==> src/tksrp_rx.sv <==
/*
  Shared constants for the touch-key serial reply port, and the auto-baud
  request receiver that measures the bit period from the request character.
  Assumes the line input is already synchronised to CLK_SYS and idles high.
*/
`timescale 1ns/10ps
`default_nettype none

// ============================================================
// Constants
package tksrp_pkg;
  localparam int          CLK_HZ      = 200_000_000;
  localparam int          BAUD_MIN    = 8000;
  localparam int          BAUD_MAX    = 38400;
  localparam int          TOL_PCT     = 25;   // Slack for host rate error
  localparam int          LOW_BITS    = 5;    // Start plus four low bits
  localparam int          TURN_BITS   = 2;    // Turnaround from mid stop
  localparam int          FRAME_BITS  = 10;
  localparam int          KEY_N       = 10;
  localparam int          KEY_LO_N    = 6;    // Keys in the first byte
  localparam int          PER_W       = 16;
  localparam int          CNT_W       = 19;
  localparam logic [7:0]  REQ_CHAR    = 8'h50;
  localparam logic [7:0]  IDLE_REPLY  = 8'h40;
  localparam logic [3:0]  FIRST_HIGH  = 4'h5; // First bit checked by value
  localparam logic [3:0]  STOP_IDX    = 4'h9;
  localparam int BIT_CYC_MAX = CLK_HZ / BAUD_MIN;
  localparam int BIT_CYC_MIN = (CLK_HZ + BAUD_MAX - 1) / BAUD_MAX;
  localparam int LOW_MAX_CYC = BIT_CYC_MAX * LOW_BITS * (100 + TOL_PCT) / 100;
  localparam int LOW_MIN_CYC = BIT_CYC_MIN * LOW_BITS * (100 - TOL_PCT) / 100;

  // Cycle offset of bit k (its centre when mid is set)
  function automatic logic [CNT_W-1:0] bit_point(
    input logic [PER_W-1:0] p,
    input logic [3:0]       k,
    input logic             mid
  );
    bit_point = CNT_W'(p) * CNT_W'(k) + (mid ? CNT_W'(p >> 1) : '0);
  endfunction : bit_point
endpackage : tksrp_pkg

// ============================================================
// Auto-baud request receiver
module tksrp_rx #(
  parameter logic [tksrp_pkg::CNT_W-1:0] LOW_MIN = '0,
  parameter logic [tksrp_pkg::CNT_W-1:0] LOW_MAX = '1
) (
  input  wire logic                        clk,
  input  wire logic                        rst_b,
  input  wire logic                        line,
  input  wire logic                        en,
  output logic                             busy,
  output logic                             done,
  output logic [tksrp_pkg::PER_W-1:0]      period
);
  typedef enum logic [1:0] {RX_IDLE, RX_LOW, RX_BITS} tksrp_rx_t;
  localparam logic [9:0] FRAME = {1'b1, tksrp_pkg::REQ_CHAR, 1'b0};

  tksrp_rx_t                    state_reg, state_next;
  logic [tksrp_pkg::CNT_W-1:0]  cnt_reg, cnt_next;
  logic [3:0]                   idx_reg, idx_next;
  logic [tksrp_pkg::PER_W-1:0]  per_reg, per_next;
  logic                         done_reg, done_next;
  logic                         prev_reg;

  // Low time of start plus four zeros gives five bit periods
  always_comb
  begin
    state_next = state_reg;
    cnt_next   = cnt_reg + 1'b1;
    idx_next   = idx_reg;
    per_next   = per_reg;
    done_next  = 1'b0;
    case (state_reg)
      RX_IDLE:
      begin
        cnt_next = '0;
        if (en && prev_reg && !line)
          state_next = RX_LOW;
      end
      RX_LOW:
      begin
        if (cnt_reg > LOW_MAX)
          state_next = RX_IDLE;                 // Below the slowest rate
        else if (line)
        begin
          if (cnt_reg < LOW_MIN)
            state_next = RX_IDLE;               // Glitch or too fast
          else
          begin
            // Count lags the low time by one cycle, so add it back
            per_next   = tksrp_pkg::PER_W'((cnt_reg + 1'b1) /
                         tksrp_pkg::CNT_W'(tksrp_pkg::LOW_BITS));
            idx_next   = tksrp_pkg::FIRST_HIGH;
            state_next = RX_BITS;
          end
        end
      end
      RX_BITS:
      begin
        // Check each later bit at its centre against the fixed pattern
        if (cnt_reg == tksrp_pkg::bit_point(per_reg, idx_reg, 1'b1))
        begin
          if (line != FRAME[idx_reg])
            state_next = RX_IDLE;               // Not the request character
          else if (idx_reg == tksrp_pkg::STOP_IDX)
          begin
            done_next  = 1'b1;
            state_next = RX_IDLE;
          end
          else
            idx_next = idx_reg + 1'b1;
        end
      end
      default: state_next = RX_IDLE;
    endcase
  end

  // Registers
  always_ff @(posedge clk or negedge rst_b)
  begin
    if (!rst_b)
    begin
      state_reg <= RX_IDLE;
      cnt_reg   <= '0;
      idx_reg   <= '0;
      per_reg   <= '0;
      done_reg  <= 1'b0;
      prev_reg  <= 1'b1;
    end
    else
    begin
      state_reg <= state_next;
      cnt_reg   <= cnt_next;
      idx_reg   <= idx_next;
      per_reg   <= per_next;
      done_reg  <= done_next;
      prev_reg  <= line;
    end
  end

  assign busy   = (state_reg != RX_IDLE);
  assign done   = done_reg;
  assign period = per_reg;
endmodule : tksrp_rx

`default_nettype wire

==> src/tksrp_port.sv <==
/*
  Touch-key serial reply port: auto-baud request detection, turnaround,
  two-byte key reply, change flag and any-touch outputs, burst abort/rerun.
  Assumes key states, sleep and wake-check levels come from on-chip logic
  on CLK_SYS; the two serial pins are asynchronous and are synchronised.
*/
// Overview of operation
// - Bit rate is measured from the host's known request character.
// - Any host rate from 8,000 to 38,400 bit/s is accepted.
// - Frames are one start, eight data, no parity, one stop bit.
// - Reply goes out at the rate measured from the latest request.
// - Device starts driving one to three bit periods after the stop bit.
// - Change flag returns released-high before the reply starts.
// - Reply is two bytes, 0x40 plus one bit per touched key.
// - Reply is push-pull; the line is released halfway through each stop bit.
// - A request during a burst aborts it; rerun after the reply.
// - While sleeping, requests are taken only during wake-up checks or with change flag or any-touch active.
// - With change flag or any-touch active, every request is answered.
// - Split receive mode takes requests on a receive-only pin.
// - Unused keys are ignored for all outputs and suppression.
// - Change flag goes low on any touch or release until polled.
// - Any-touch output is the OR of the used key states.
`timescale 1ns/10ps
`default_nettype none

module tksrp_port #(
  parameter int LOW_MIN_CYC = tksrp_pkg::LOW_MIN_CYC,
  parameter int LOW_MAX_CYC = tksrp_pkg::LOW_MAX_CYC
) (
  input  wire logic                          CLK_SYS,
  input  wire logic                          RST_B,
  input  wire logic                          SHARED_SERIAL_LINE_IN,
  output logic                               SHARED_SERIAL_LINE_OUT,
  output logic                               SHARED_SERIAL_LINE_OE,
  input  wire logic                          SPLIT_RX_IN,
  input  wire logic                          SPLIT_RECEIVE_MODE,
  input  wire logic [tksrp_pkg::KEY_N-1:0]   KEY_STATE,
  input  wire logic [tksrp_pkg::KEY_N-1:0]   KEY_USED,
  input  wire logic                          LOW_POWER_SLEEP,
  input  wire logic                          WAKE_CHECK,
  input  wire logic                          BURST_ACTIVE,
  output logic                               CHANGE_PULL,
  output logic                               ANY_TOUCH,
  output logic                               BURST_ABORT,
  output logic                               BURST_RERUN
);
  typedef enum logic [1:0] {T_IDLE, T_TURN, T_SEND} tksrp_state_t;
  localparam int KW = tksrp_pkg::KEY_N - tksrp_pkg::KEY_LO_N;

  // ============================================================
  // Pin synchronisers
  logic [1:0] sh_sync_reg;
  logic [1:0] rx_sync_reg;

  // Two stages each; only stage two is read by logic
  always_ff @(posedge CLK_SYS or negedge RST_B)
  begin
    if (!RST_B)
    begin
      sh_sync_reg <= 2'h3;
      rx_sync_reg <= 2'h3;
    end
    else
    begin
      sh_sync_reg <= {sh_sync_reg[0], SHARED_SERIAL_LINE_IN};
      rx_sync_reg <= {rx_sync_reg[0], SPLIT_RX_IN};
    end
  end

  // ============================================================
  // Request receiver
  tksrp_state_t                state_reg, state_next;
  logic                        change_reg, change_next;
  logic                        any_reg, any_next;
  logic                        rx_line, rx_en, rx_busy, rx_done;
  logic [tksrp_pkg::PER_W-1:0] rx_period;
  logic [tksrp_pkg::KEY_N-1:0] keys_live;

  assign keys_live = KEY_STATE & KEY_USED;
  // Split mode listens on the receive-only pin, never driven
  assign rx_line   = SPLIT_RECEIVE_MODE ? rx_sync_reg[1] : sh_sync_reg[1];
  // Sleeping device hears requests only when awake or flagged
  assign rx_en     = (state_reg == T_IDLE) &&
                     (!LOW_POWER_SLEEP || WAKE_CHECK ||
                      change_reg || any_reg);

  tksrp_rx #(
    .LOW_MIN (tksrp_pkg::CNT_W'(LOW_MIN_CYC)),
    .LOW_MAX (tksrp_pkg::CNT_W'(LOW_MAX_CYC))
  ) u_rx (
    .clk    (CLK_SYS),
    .rst_b  (RST_B),
    .line   (rx_line),
    .en     (rx_en),
    .busy   (rx_busy),
    .done   (rx_done),
    .period (rx_period)
  );

  // ============================================================
  // Reply sequencer
  logic [tksrp_pkg::CNT_W-1:0] cnt_reg, cnt_next;
  logic [3:0]                  idx_reg, idx_next;
  logic                        sel_reg, sel_next;
  logic [9:0]                  frame_reg, frame_next;
  logic [7:0]                  hold_reg, hold_next;
  logic [tksrp_pkg::PER_W-1:0] per_reg, per_next;
  logic [tksrp_pkg::KEY_N-1:0] prev_reg;
  logic                        out_reg, out_next;
  logic                        oe_reg, oe_next;
  logic                        busy_d_reg;
  logic                        aborted_reg, aborted_next;
  logic                        abort_reg, abort_next;
  logic                        rerun_reg, rerun_next;
  logic                        key_change, bit_end;

  assign key_change = (keys_live != prev_reg);
  assign bit_end    = (cnt_reg ==
                       tksrp_pkg::bit_point(per_reg, 4'h1, 1'b0) - 1'b1);

  // Next-state, reply bytes and pin drive all derive from here
  always_comb
  begin
    state_next   = state_reg;
    cnt_next     = cnt_reg + 1'b1;
    idx_next     = idx_reg;
    sel_next     = sel_reg;
    frame_next   = frame_reg;
    hold_next    = hold_reg;
    per_next     = per_reg;
    aborted_next = aborted_reg;
    abort_next   = 1'b0;
    rerun_next   = 1'b0;
    any_next     = |keys_live;
    change_next  = change_reg;
    // Overlapping request aborts the running burst
    if (rx_busy && !busy_d_reg && BURST_ACTIVE)
    begin
      abort_next   = 1'b1;
      aborted_next = 1'b1;
    end
    case (state_reg)
      T_IDLE:
      begin
        cnt_next = '0;
        if (rx_done)
        begin
          per_next    = rx_period;
          state_next  = T_TURN;
          change_next = 1'b0;
        end
      end
      T_TURN:
      begin
        // Done fires mid stop bit, so two periods land 1.5 after it
        if (cnt_reg == tksrp_pkg::bit_point(per_reg,
            4'(tksrp_pkg::TURN_BITS), 1'b0) - 1'b1)
        begin
          cnt_next   = '0;
          idx_next   = '0;
          sel_next   = 1'b0;
          state_next = T_SEND;
          frame_next = {1'b1, tksrp_pkg::IDLE_REPLY |
                        8'(keys_live[tksrp_pkg::KEY_LO_N-1:0]), 1'b0};
          hold_next  = tksrp_pkg::IDLE_REPLY |
                       8'(keys_live[tksrp_pkg::KEY_LO_N +: KW]);
        end
      end
      T_SEND:
      begin
        if (bit_end)
        begin
          cnt_next = '0;
          if (idx_reg != tksrp_pkg::STOP_IDX)
            idx_next = idx_reg + 1'b1;
          else if (!sel_reg)
          begin
            idx_next   = '0;
            sel_next   = 1'b1;
            frame_next = {1'b1, hold_reg, 1'b0};
          end
          else
          begin
            state_next   = T_IDLE;
            rerun_next   = aborted_reg || abort_next;
            aborted_next = 1'b0;
          end
        end
      end
      default: state_next = T_IDLE;
    endcase
    // Set wins over the poll clear
    if (key_change)
      change_next = 1'b1;
    // Drive until half the stop bit, then let the pull-up hold it
    out_next = frame_next[idx_next];
    oe_next  = (state_next == T_SEND) &&
               !(idx_next == tksrp_pkg::STOP_IDX &&
                 cnt_next >= tksrp_pkg::bit_point(per_next, 4'h0,
                                                  1'b1));
  end

  // Registers
  always_ff @(posedge CLK_SYS or negedge RST_B)
  begin
    if (!RST_B)
    begin
      state_reg   <= T_IDLE;
      cnt_reg     <= '0;
      idx_reg     <= '0;
      sel_reg     <= 1'b0;
      frame_reg   <= '1;
      hold_reg    <= '0;
      per_reg     <= '0;
      prev_reg    <= '0;
      out_reg     <= 1'b1;
      oe_reg      <= 1'b0;
      busy_d_reg  <= 1'b0;
      aborted_reg <= 1'b0;
      abort_reg   <= 1'b0;
      rerun_reg   <= 1'b0;
      change_reg  <= 1'b0;
      any_reg     <= 1'b0;
    end
    else
    begin
      state_reg   <= state_next;
      cnt_reg     <= cnt_next;
      idx_reg     <= idx_next;
      sel_reg     <= sel_next;
      frame_reg   <= frame_next;
      hold_reg    <= hold_next;
      per_reg     <= per_next;
      prev_reg    <= keys_live;
      out_reg     <= out_next;
      oe_reg      <= oe_next;
      busy_d_reg  <= rx_busy;
      aborted_reg <= aborted_next;
      abort_reg   <= abort_next;
      rerun_reg   <= rerun_next;
      change_reg  <= change_next;
      any_reg     <= any_next;
    end
  end

  assign SHARED_SERIAL_LINE_OUT = out_reg;
  assign SHARED_SERIAL_LINE_OE  = oe_reg;
  assign CHANGE_PULL            = change_reg;
  assign ANY_TOUCH              = any_reg;
  assign BURST_ABORT            = abort_reg;
  assign BURST_RERUN            = rerun_reg;
endmodule : tksrp_port

`default_nettype wire

==> config.mk <==
export PLATFORM = sky130hd
export DESIGN_NAME = tksrp_port
export DESIGN_NICKNAME = d
export VERILOG_FILES = /design/src/tksrp_rx.sv /design/src/tksrp_port.sv
export SDC_FILE = /design/constraint.sdc
export NUM_CORES = 1
export LEC_CHECK = 0
export BUFFER_PORTS_ARGS = -buffer_cell sky130_fd_sc_hd__buf_2
export CELL_PAD_IN_SITES_DETAIL_PLACEMENT = 0
export CELL_PAD_IN_SITES_GLOBAL_PLACEMENT = 1
export CORE_ASPECT_RATIO = 1.1
export CORE_MARGIN = 2
export CORE_UTILIZATION = 45
export CTS_CLUSTER_DIAMETER = 80
export DETAILED_ROUTE_END_ITERATION = 10
export PLACE_DENSITY = 0.77
export SLEW_MARGIN = 20
export SYNTH_ARGS = -nofsm -noshare
export SYNTH_HDL_FRONTEND = slang
export SYNTH_SLANG_ARGS = --single-unit
==> constraint.sdc <==
create_clock -name CLK_SYS -period 11.73 [get_ports CLK_SYS]
set_input_delay 0.5865 -clock CLK_SYS [delete_from_list [all_inputs] [get_ports CLK_SYS]]
set_output_delay 0.5865 -clock CLK_SYS [all_outputs]
set_load 0.005 [all_outputs]
== After elaboration in Yosys (flattened, before gate mapping) ==
Memories as Yosys holds them, arrays and structs flattened.
Index checks and enable logic that the tools add are counted.

* Flip-flop bits (word level): 122
* Bits in read-only memories: 16
* Input port bits: 28
* Output and inout port bits: 6
* Word-level logic and storage cells: 160
* Memories kept: 1

{| class="wikitable"
|+ Memories
! memory !! words !! width !! read ports !! clocked after memory_dff !! wr ports !! RTL line !! RTL
|-
| (no name shown) || 16 || 1 || 1 || 0 || 0 || tksrp_rx.sv:104 || <nowiki>if (line != FRAME[idx_reg])</nowiki>
|}

* Add/sub/neg operators: 7
* Multipliers: 1
* Divide/modulo/power cells: 1
* Magnitude comparators: 5
* Eq/ne operators: 25
* Mux-type cells: 62
* Bitwise logic cells: 3
* Reductions and logical operators: 30

{| class="wikitable"
|+ Operators with widths
! cell !! number
|-
| $eq A19 B19 Y1 || 3
|-
| $mux W19 || 3
|-
| $pmux W19 S3 || 1
|-
| $mux W10 || 4
|-
| $mux W4 || 10
|-
| $add A19 B1 Y19 const B || 2
|-
| $mux W16 || 2
|-
| $mux W2 || 12
|-
| $mux W1 || 23
|-
| $pmux W10 S2 || 1
|-
| $add A19 B15 Y19 || 1
|-
| $div A19 B3 Y19 const B || 1
|-
| $ge A19 B15 Y1 || 1
|-
| $gt A19 B18 Y1 const B || 1
|-
| $lt A19 B15 Y1 const B || 1
|-
| $mul A16 B4 Y19 || 1
|-
| $sub A17 B1 Y18 const B || 1
|-
| $sub A16 B1 Y17 const B || 1
|-
| $pmux W4 S2 || 2
|-
| $ne A2 B2 Y1 const B || 7
|-
| $pmux W2 S3 || 2
|-
| $reduce_and A4 Y1 || 3
|-
| $and A10 B10 Y10 || 1
|-
| $lt A4 B5 Y1 const B || 2
|-
| 20 further kinds || 48
|}

== Logic depth before layout (Yosys ltp) ==
* Depth in word-level cells: 9
* Mapped depth: 36
* Gate-level depth less buffers: 35

== Modules after synthesis ==
Synthesis repeated with hierarchy kept, for this count alone.

* Cells, all modules: 1446
* Area total of the unflattened synthesis: 12552.0 sq um

{| class="wikitable"
|+ Modules (own cells, without submodules)
! module !! instances !! cells an instance !! area an instance (sq um) !! seq. area each (sq um)
|-
| tksrp_rx || 1 || 826 || 7003.0 || 1077.3
|-
| tksrp_port || 1 || 620 || 5549.1 || 1995.7
|}

== Worst setup path after synthesis ==
No wires, ideal clock.

* Path type: reg-to-reg
* Start point: reg u_rx.cnt_reg[1] (netlist name)
* End point: reg u_rx.per_reg (netlist bit u_rx.period[0])
* Setup time: 128 ps
* Arrival time: 6483 ps
* Required time: 11602 ps
* Setup slack: 5119 ps
* Cell stages (with the launch flop): 33
* Buffers on the path: 5
* Clock period less this slack: 6611 ps
* Path through: dfrtp_1 ha_1 clkbuf_1 inv_1 or4_1 buf_2 xor2_2 o221ai_1 a211o_1 o211a_4 buf_6 xnor2_1 a221oi_1 a22oi_2 or2_1 o22ai_1 a22oi_2 a32o_1 a22o_1 and3_4 buf_6 xnor2_4 a221oi_1 a211oi_2 o21ai_2 buf_6 o211a_1 nor3_1 nor2_1 ha_1 and2_1 o22ai_1 a31oi_1

* Longest elaborated chain between the ends: 3
* Elaborated cells on any way between the ends: 7
* Those cells by class: add/sub: 1; div: 1; order compare: 2; bitwise: 2; reduce/logical: 1

{| class="wikitable"
|+ RTL lines
! item !! RTL line !! RTL
|-
| start: declaration || tksrp_rx.sv:60 || <nowiki>logic [tksrp_pkg::CNT_W-1:0] cnt_reg, cnt_next;</nowiki>
|-
| start signal: assignment || tksrp_rx.sv:134 || <nowiki>cnt_reg <= cnt_next;</nowiki>
|-
| parallel branches: the longest is 3 deep, another holds $add A19 B1 Y19 || -- ||
|-
| end signal: assignment || tksrp_rx.sv:136 || <nowiki>per_reg <= per_next;</nowiki>
|-
| end: declaration || tksrp_rx.sv:62 || <nowiki>logic [tksrp_pkg::PER_W-1:0] per_reg, per_next;</nowiki>
|}

Parallel ways; which one is timed is not known.
A chain may end at the register's enable or synchronous reset.

== Worst setup path in the final report ==
* Start point: reg u_rx.cnt_reg[0] (netlist name)
* End point: reg u_rx.per_reg (netlist bit u_rx.period[0])

The elaborated chain is that of the path after synthesis.

==> results.json <==
{
  "yosys-mux-area-fraction_pct": 2.98,
  "finClkSkew_ns": 0.0119,
  "synth.ff_latch_count": 122,
  "hold_viol": 0,
  "grt_start_max_net_pins": 76,
  "cp.required_ns": 12.03,
  "wl_per_cell_um": 16.8,
  "cp.arrival_ns": 8.27,
  "post_cts_buffers": 0,
  "crit_fanout": 13,
  "clock_latency_ns": 0.44,
  "finalSetupViolCount": 0,
  "overflow": 0,
  "route.vias.total": 9235,
  "tightest_slew_ns": 0.992,
  "syn_inst": 1296,
  "ys_seq_area_share_pct": 27.0,
  "synthFlopType": "dfrtp_1",
  "synth_area_um2": 11400,
  "io_pins": 34,
  "cts_buffers": 17,
  "multi_input_area_um2": 7760,
  "drv_slew": 0,
  "ys_warn_count": 0,
  "fmax_mhz": 126,
  "cts_resized": 0,
  "drc": 0,
  "drt_iter0_drc": 557,
  "num_rows": 61,
  "async_flop_share_pct": 100,
  "slowest_delay_ns": 0.74,
  "dieWidth_um": 156,
  "rsz0062_at_grt": "false",
  "setup_tns_ns": 0,
  "core_um2": 25000,
  "p_leak_nw": 5.86,
  "n_antenna_cell": 0,
  "synth_edf_count": 0,
  "maxCapViolations": 0,
  "drive_gt1_share_pct": 11.1,
  "path_clk_slew_ns": 0.07,
  "die_area_um2": 26500,
  "htreeDepth": 4,
  "worstHoldPathType": "primary input to async pin",
  "regArea_um2": 3070,
  "synthDistinctLibCells": 96,
  "layoutNonFillerInstCount": 1626,
  "fillerInstances": 2434,
  "grt_pass1_vias": 9144,
  "root_buffer": "clkbuf_16",
  "synth_nets": 1423,
  "crit_path_start_kind": "flip-flop",
  "fp.dieH_um": 171,
  "ant_nets": 0,
  "peakVddDrop_mv": 0.0996,
  "clockBufferDepth": 2,
  "ctsHoldBuffers": 0,
  "place_congestion": 0.850,
  "avgSynthCellArea_um2": 8.77,
  "io_buffers": 33,
  "viasPerCell": 5.68,
  "status": "finished clean",
  "mostFrequentLayoutCell": "nor2_1",
  "worstSetupPathType": "flip-flop to flip-flop",
  "start_util_pct": 45.4,
  "synth-xor-area-share_pct": 12.6,
  "hpwl_um": 20800,
  "dpl.cell_count": 1594,
  "period_share_pct": 67.9,
  "slowest_stage": "or4_1",
  "min_period_ns": 7.97,
  "end_kind": "flip-flop",
  "synth_top_family_by_area": "simple AND/OR/NAND/NOR gates",
  "cts_sinks": 122,
  "syn_to_final_growth_pct": 8.35,
  "grtUsageTotal_pct": 21.7,
  "synth_compound_area_share_pct": 17.0,
  "antenna_found_initial": 0,
  "grt_pass1_wl_um": 46600,
  "drt_wl_total_um": 27300,
  "synth_fa_ha_area_share_pct": 13.8,
  "maxSlewHeadroom_pct": 33.4,
  "synthSimpleGateAreaFrac_pct": 21.8,
  "cts_tree": "yes",
  "hold_ws_ns": 0.0932,
  "p_per_area_nw_per_um2": 87.0,
  "fin_nets": 1425,
  "final_cell_mix": "116 x nor2_1, 112 x nand2_1, 106 x dfrtp_1",
  "drtPass1Iterations": 4
}
[path summary, 6_finish.rpt]
| check | slack [ns] | cells past startpoint | start | end |
|---|---|---|---|---|
| worst max-delay path | 3.76 | 28 | u_rx.cnt_reg[0] | u_rx.period[0] |
| worst min-delay path | 0.09 | 1 | RST_B | idx_reg[1] |
| worst max register to register | 3.76 | 28 | u_rx.cnt_reg[0] | u_rx.period[0] |
| worst min register to register | 0.36 | 0 | rx_sync_reg[0] | rx_sync_reg[1] |
| max in group asynchronous | 10.30 | 2 | RST_B | prev_reg[1] |
| min in group CLK_SYS | 0.25 | 1 | SHARED_SERIAL_LINE_IN | sh_sync_reg[0] |
[routing by layer]
layer | global-route usage [%] | up-vias | routed length (um)
li1 | - | 4537 | -
met1 | 28.6 | 4503 | 12600
met2 | 37.1 | 167 | 13400
met3 | 2.58 | 28 | 784
met4 | 6.82 | 0 | 592
met5 | 0 | - | 0
[cells in the mapped netlist, drive strengths merged, types with 4 or more instances]
| cell type | instances | area, um2 |
|---|---|---|
| nand4 | 24 | 171 |
| nor2 | 116 | 435 |
| buf | 24 | 146 |
| o31ai | 5 | 37.5 |
| clkbuf | 37 | 139 |
| o2111ai | 5 | 50.0 |
| nor2b | 12 | 75.1 |
| a21o | 35 | 270 |
| xnor2 | 95 | 877 |
| and2 | 71 | 444 |
| mux2i | 21 | 223 |
| o22ai | 10 | 75.1 |
| a21oi | 52 | 287 |
| inv | 69 | 259 |
| a31oi | 12 | 75.1 |
| and3 | 14 | 92.6 |
| and4 | 5 | 43.8 |
| o21ai | 66 | 338 |
| nand3 | 40 | 210 |
| a22oi | 4 | 40.0 |
| mux2 | 10 | 116 |
| ha | 58 | 726 |
| o211ai | 11 | 92.6 |
| nor4 | 19 | 140 |
| o21a | 5 | 37.5 |
| or3 | 4 | 25.0 |
| nor3b | 5 | 37.5 |
| o221ai | 5 | 43.8 |
| dfrtp | 106 | 2650 |
| xor2 | 62 | 558 |
| a211oi | 15 | 128 |
| a21boi | 4 | 30.0 |
| a221oi | 5 | 43.8 |
| nand2b | 16 | 100 |
| dfstp | 16 | 420 |
| nand2 | 112 | 420 |
| nor3 | 28 | 145 |
| fa | 41 | 821 |
| or4 | 5 | 37.5 |
[final cells by class]
cell class	instances	share of cell area [%]
inverter	69	2.10
multi-input combinational	1044	63.0
clock buffer	17	3.45
tap	315	3.20
sequential	122	24.9
timing repair buffer	44	2.06
clock inverter	15	1.21
[metrics by stage]
| stage | total power, mW | setup WS, ns | util (%) | area [um2] |
|---|---|---|---|---|
| after floorplan | 0.527 | 5.12 | - | 11400 |
| after CTS | 1.08 | 3.89 | 49.2 | 12300 |
| after detailed placement | 0.570 | 3.94 | 46.9 | 11700 |
| after global routing | 1.12 | 3.15 | 49.2 | 12300 |
| after global placement | 0.569 | 4.09 | 46.9 | 11700 |
| final | 1.07 | 3.76 | 49.2 | 12300 |
[report_power, final]
group | leakage [nW] | switching, mW | internal, mW
registers | 1.58 | 0.0146 | 0.433
clock network | 0.288 | 0.228 | 0.283
logic | 3.99 | 0.0729 | 0.0403
total | 5.86 | 0.316 | 0.756
[kinds of logic after synthesis]
| logic type | count (synthesis) |
|---|---|
| adders and majority gates | 101 |
| buffers and inverters | 130 |
| muxes | 31 |
| and+or+nand+nor | 482 |
| AOI/OAI and AO/OA | 273 |
| DFF | 122 |
| xor gates and xnor gates | 157 |
[critical path, delay by kind of cell (launching register included)]
kind	cells	cell delay, ns
compound gates	14	3.48
xor+xnor	2	0.76
fa+ha+maj	3	0.90
buf+inv	1	0.07
flops	1	0.53
mux	2	0.52
simple gates	6	1.57
Power figures use the tool's default switching activity.
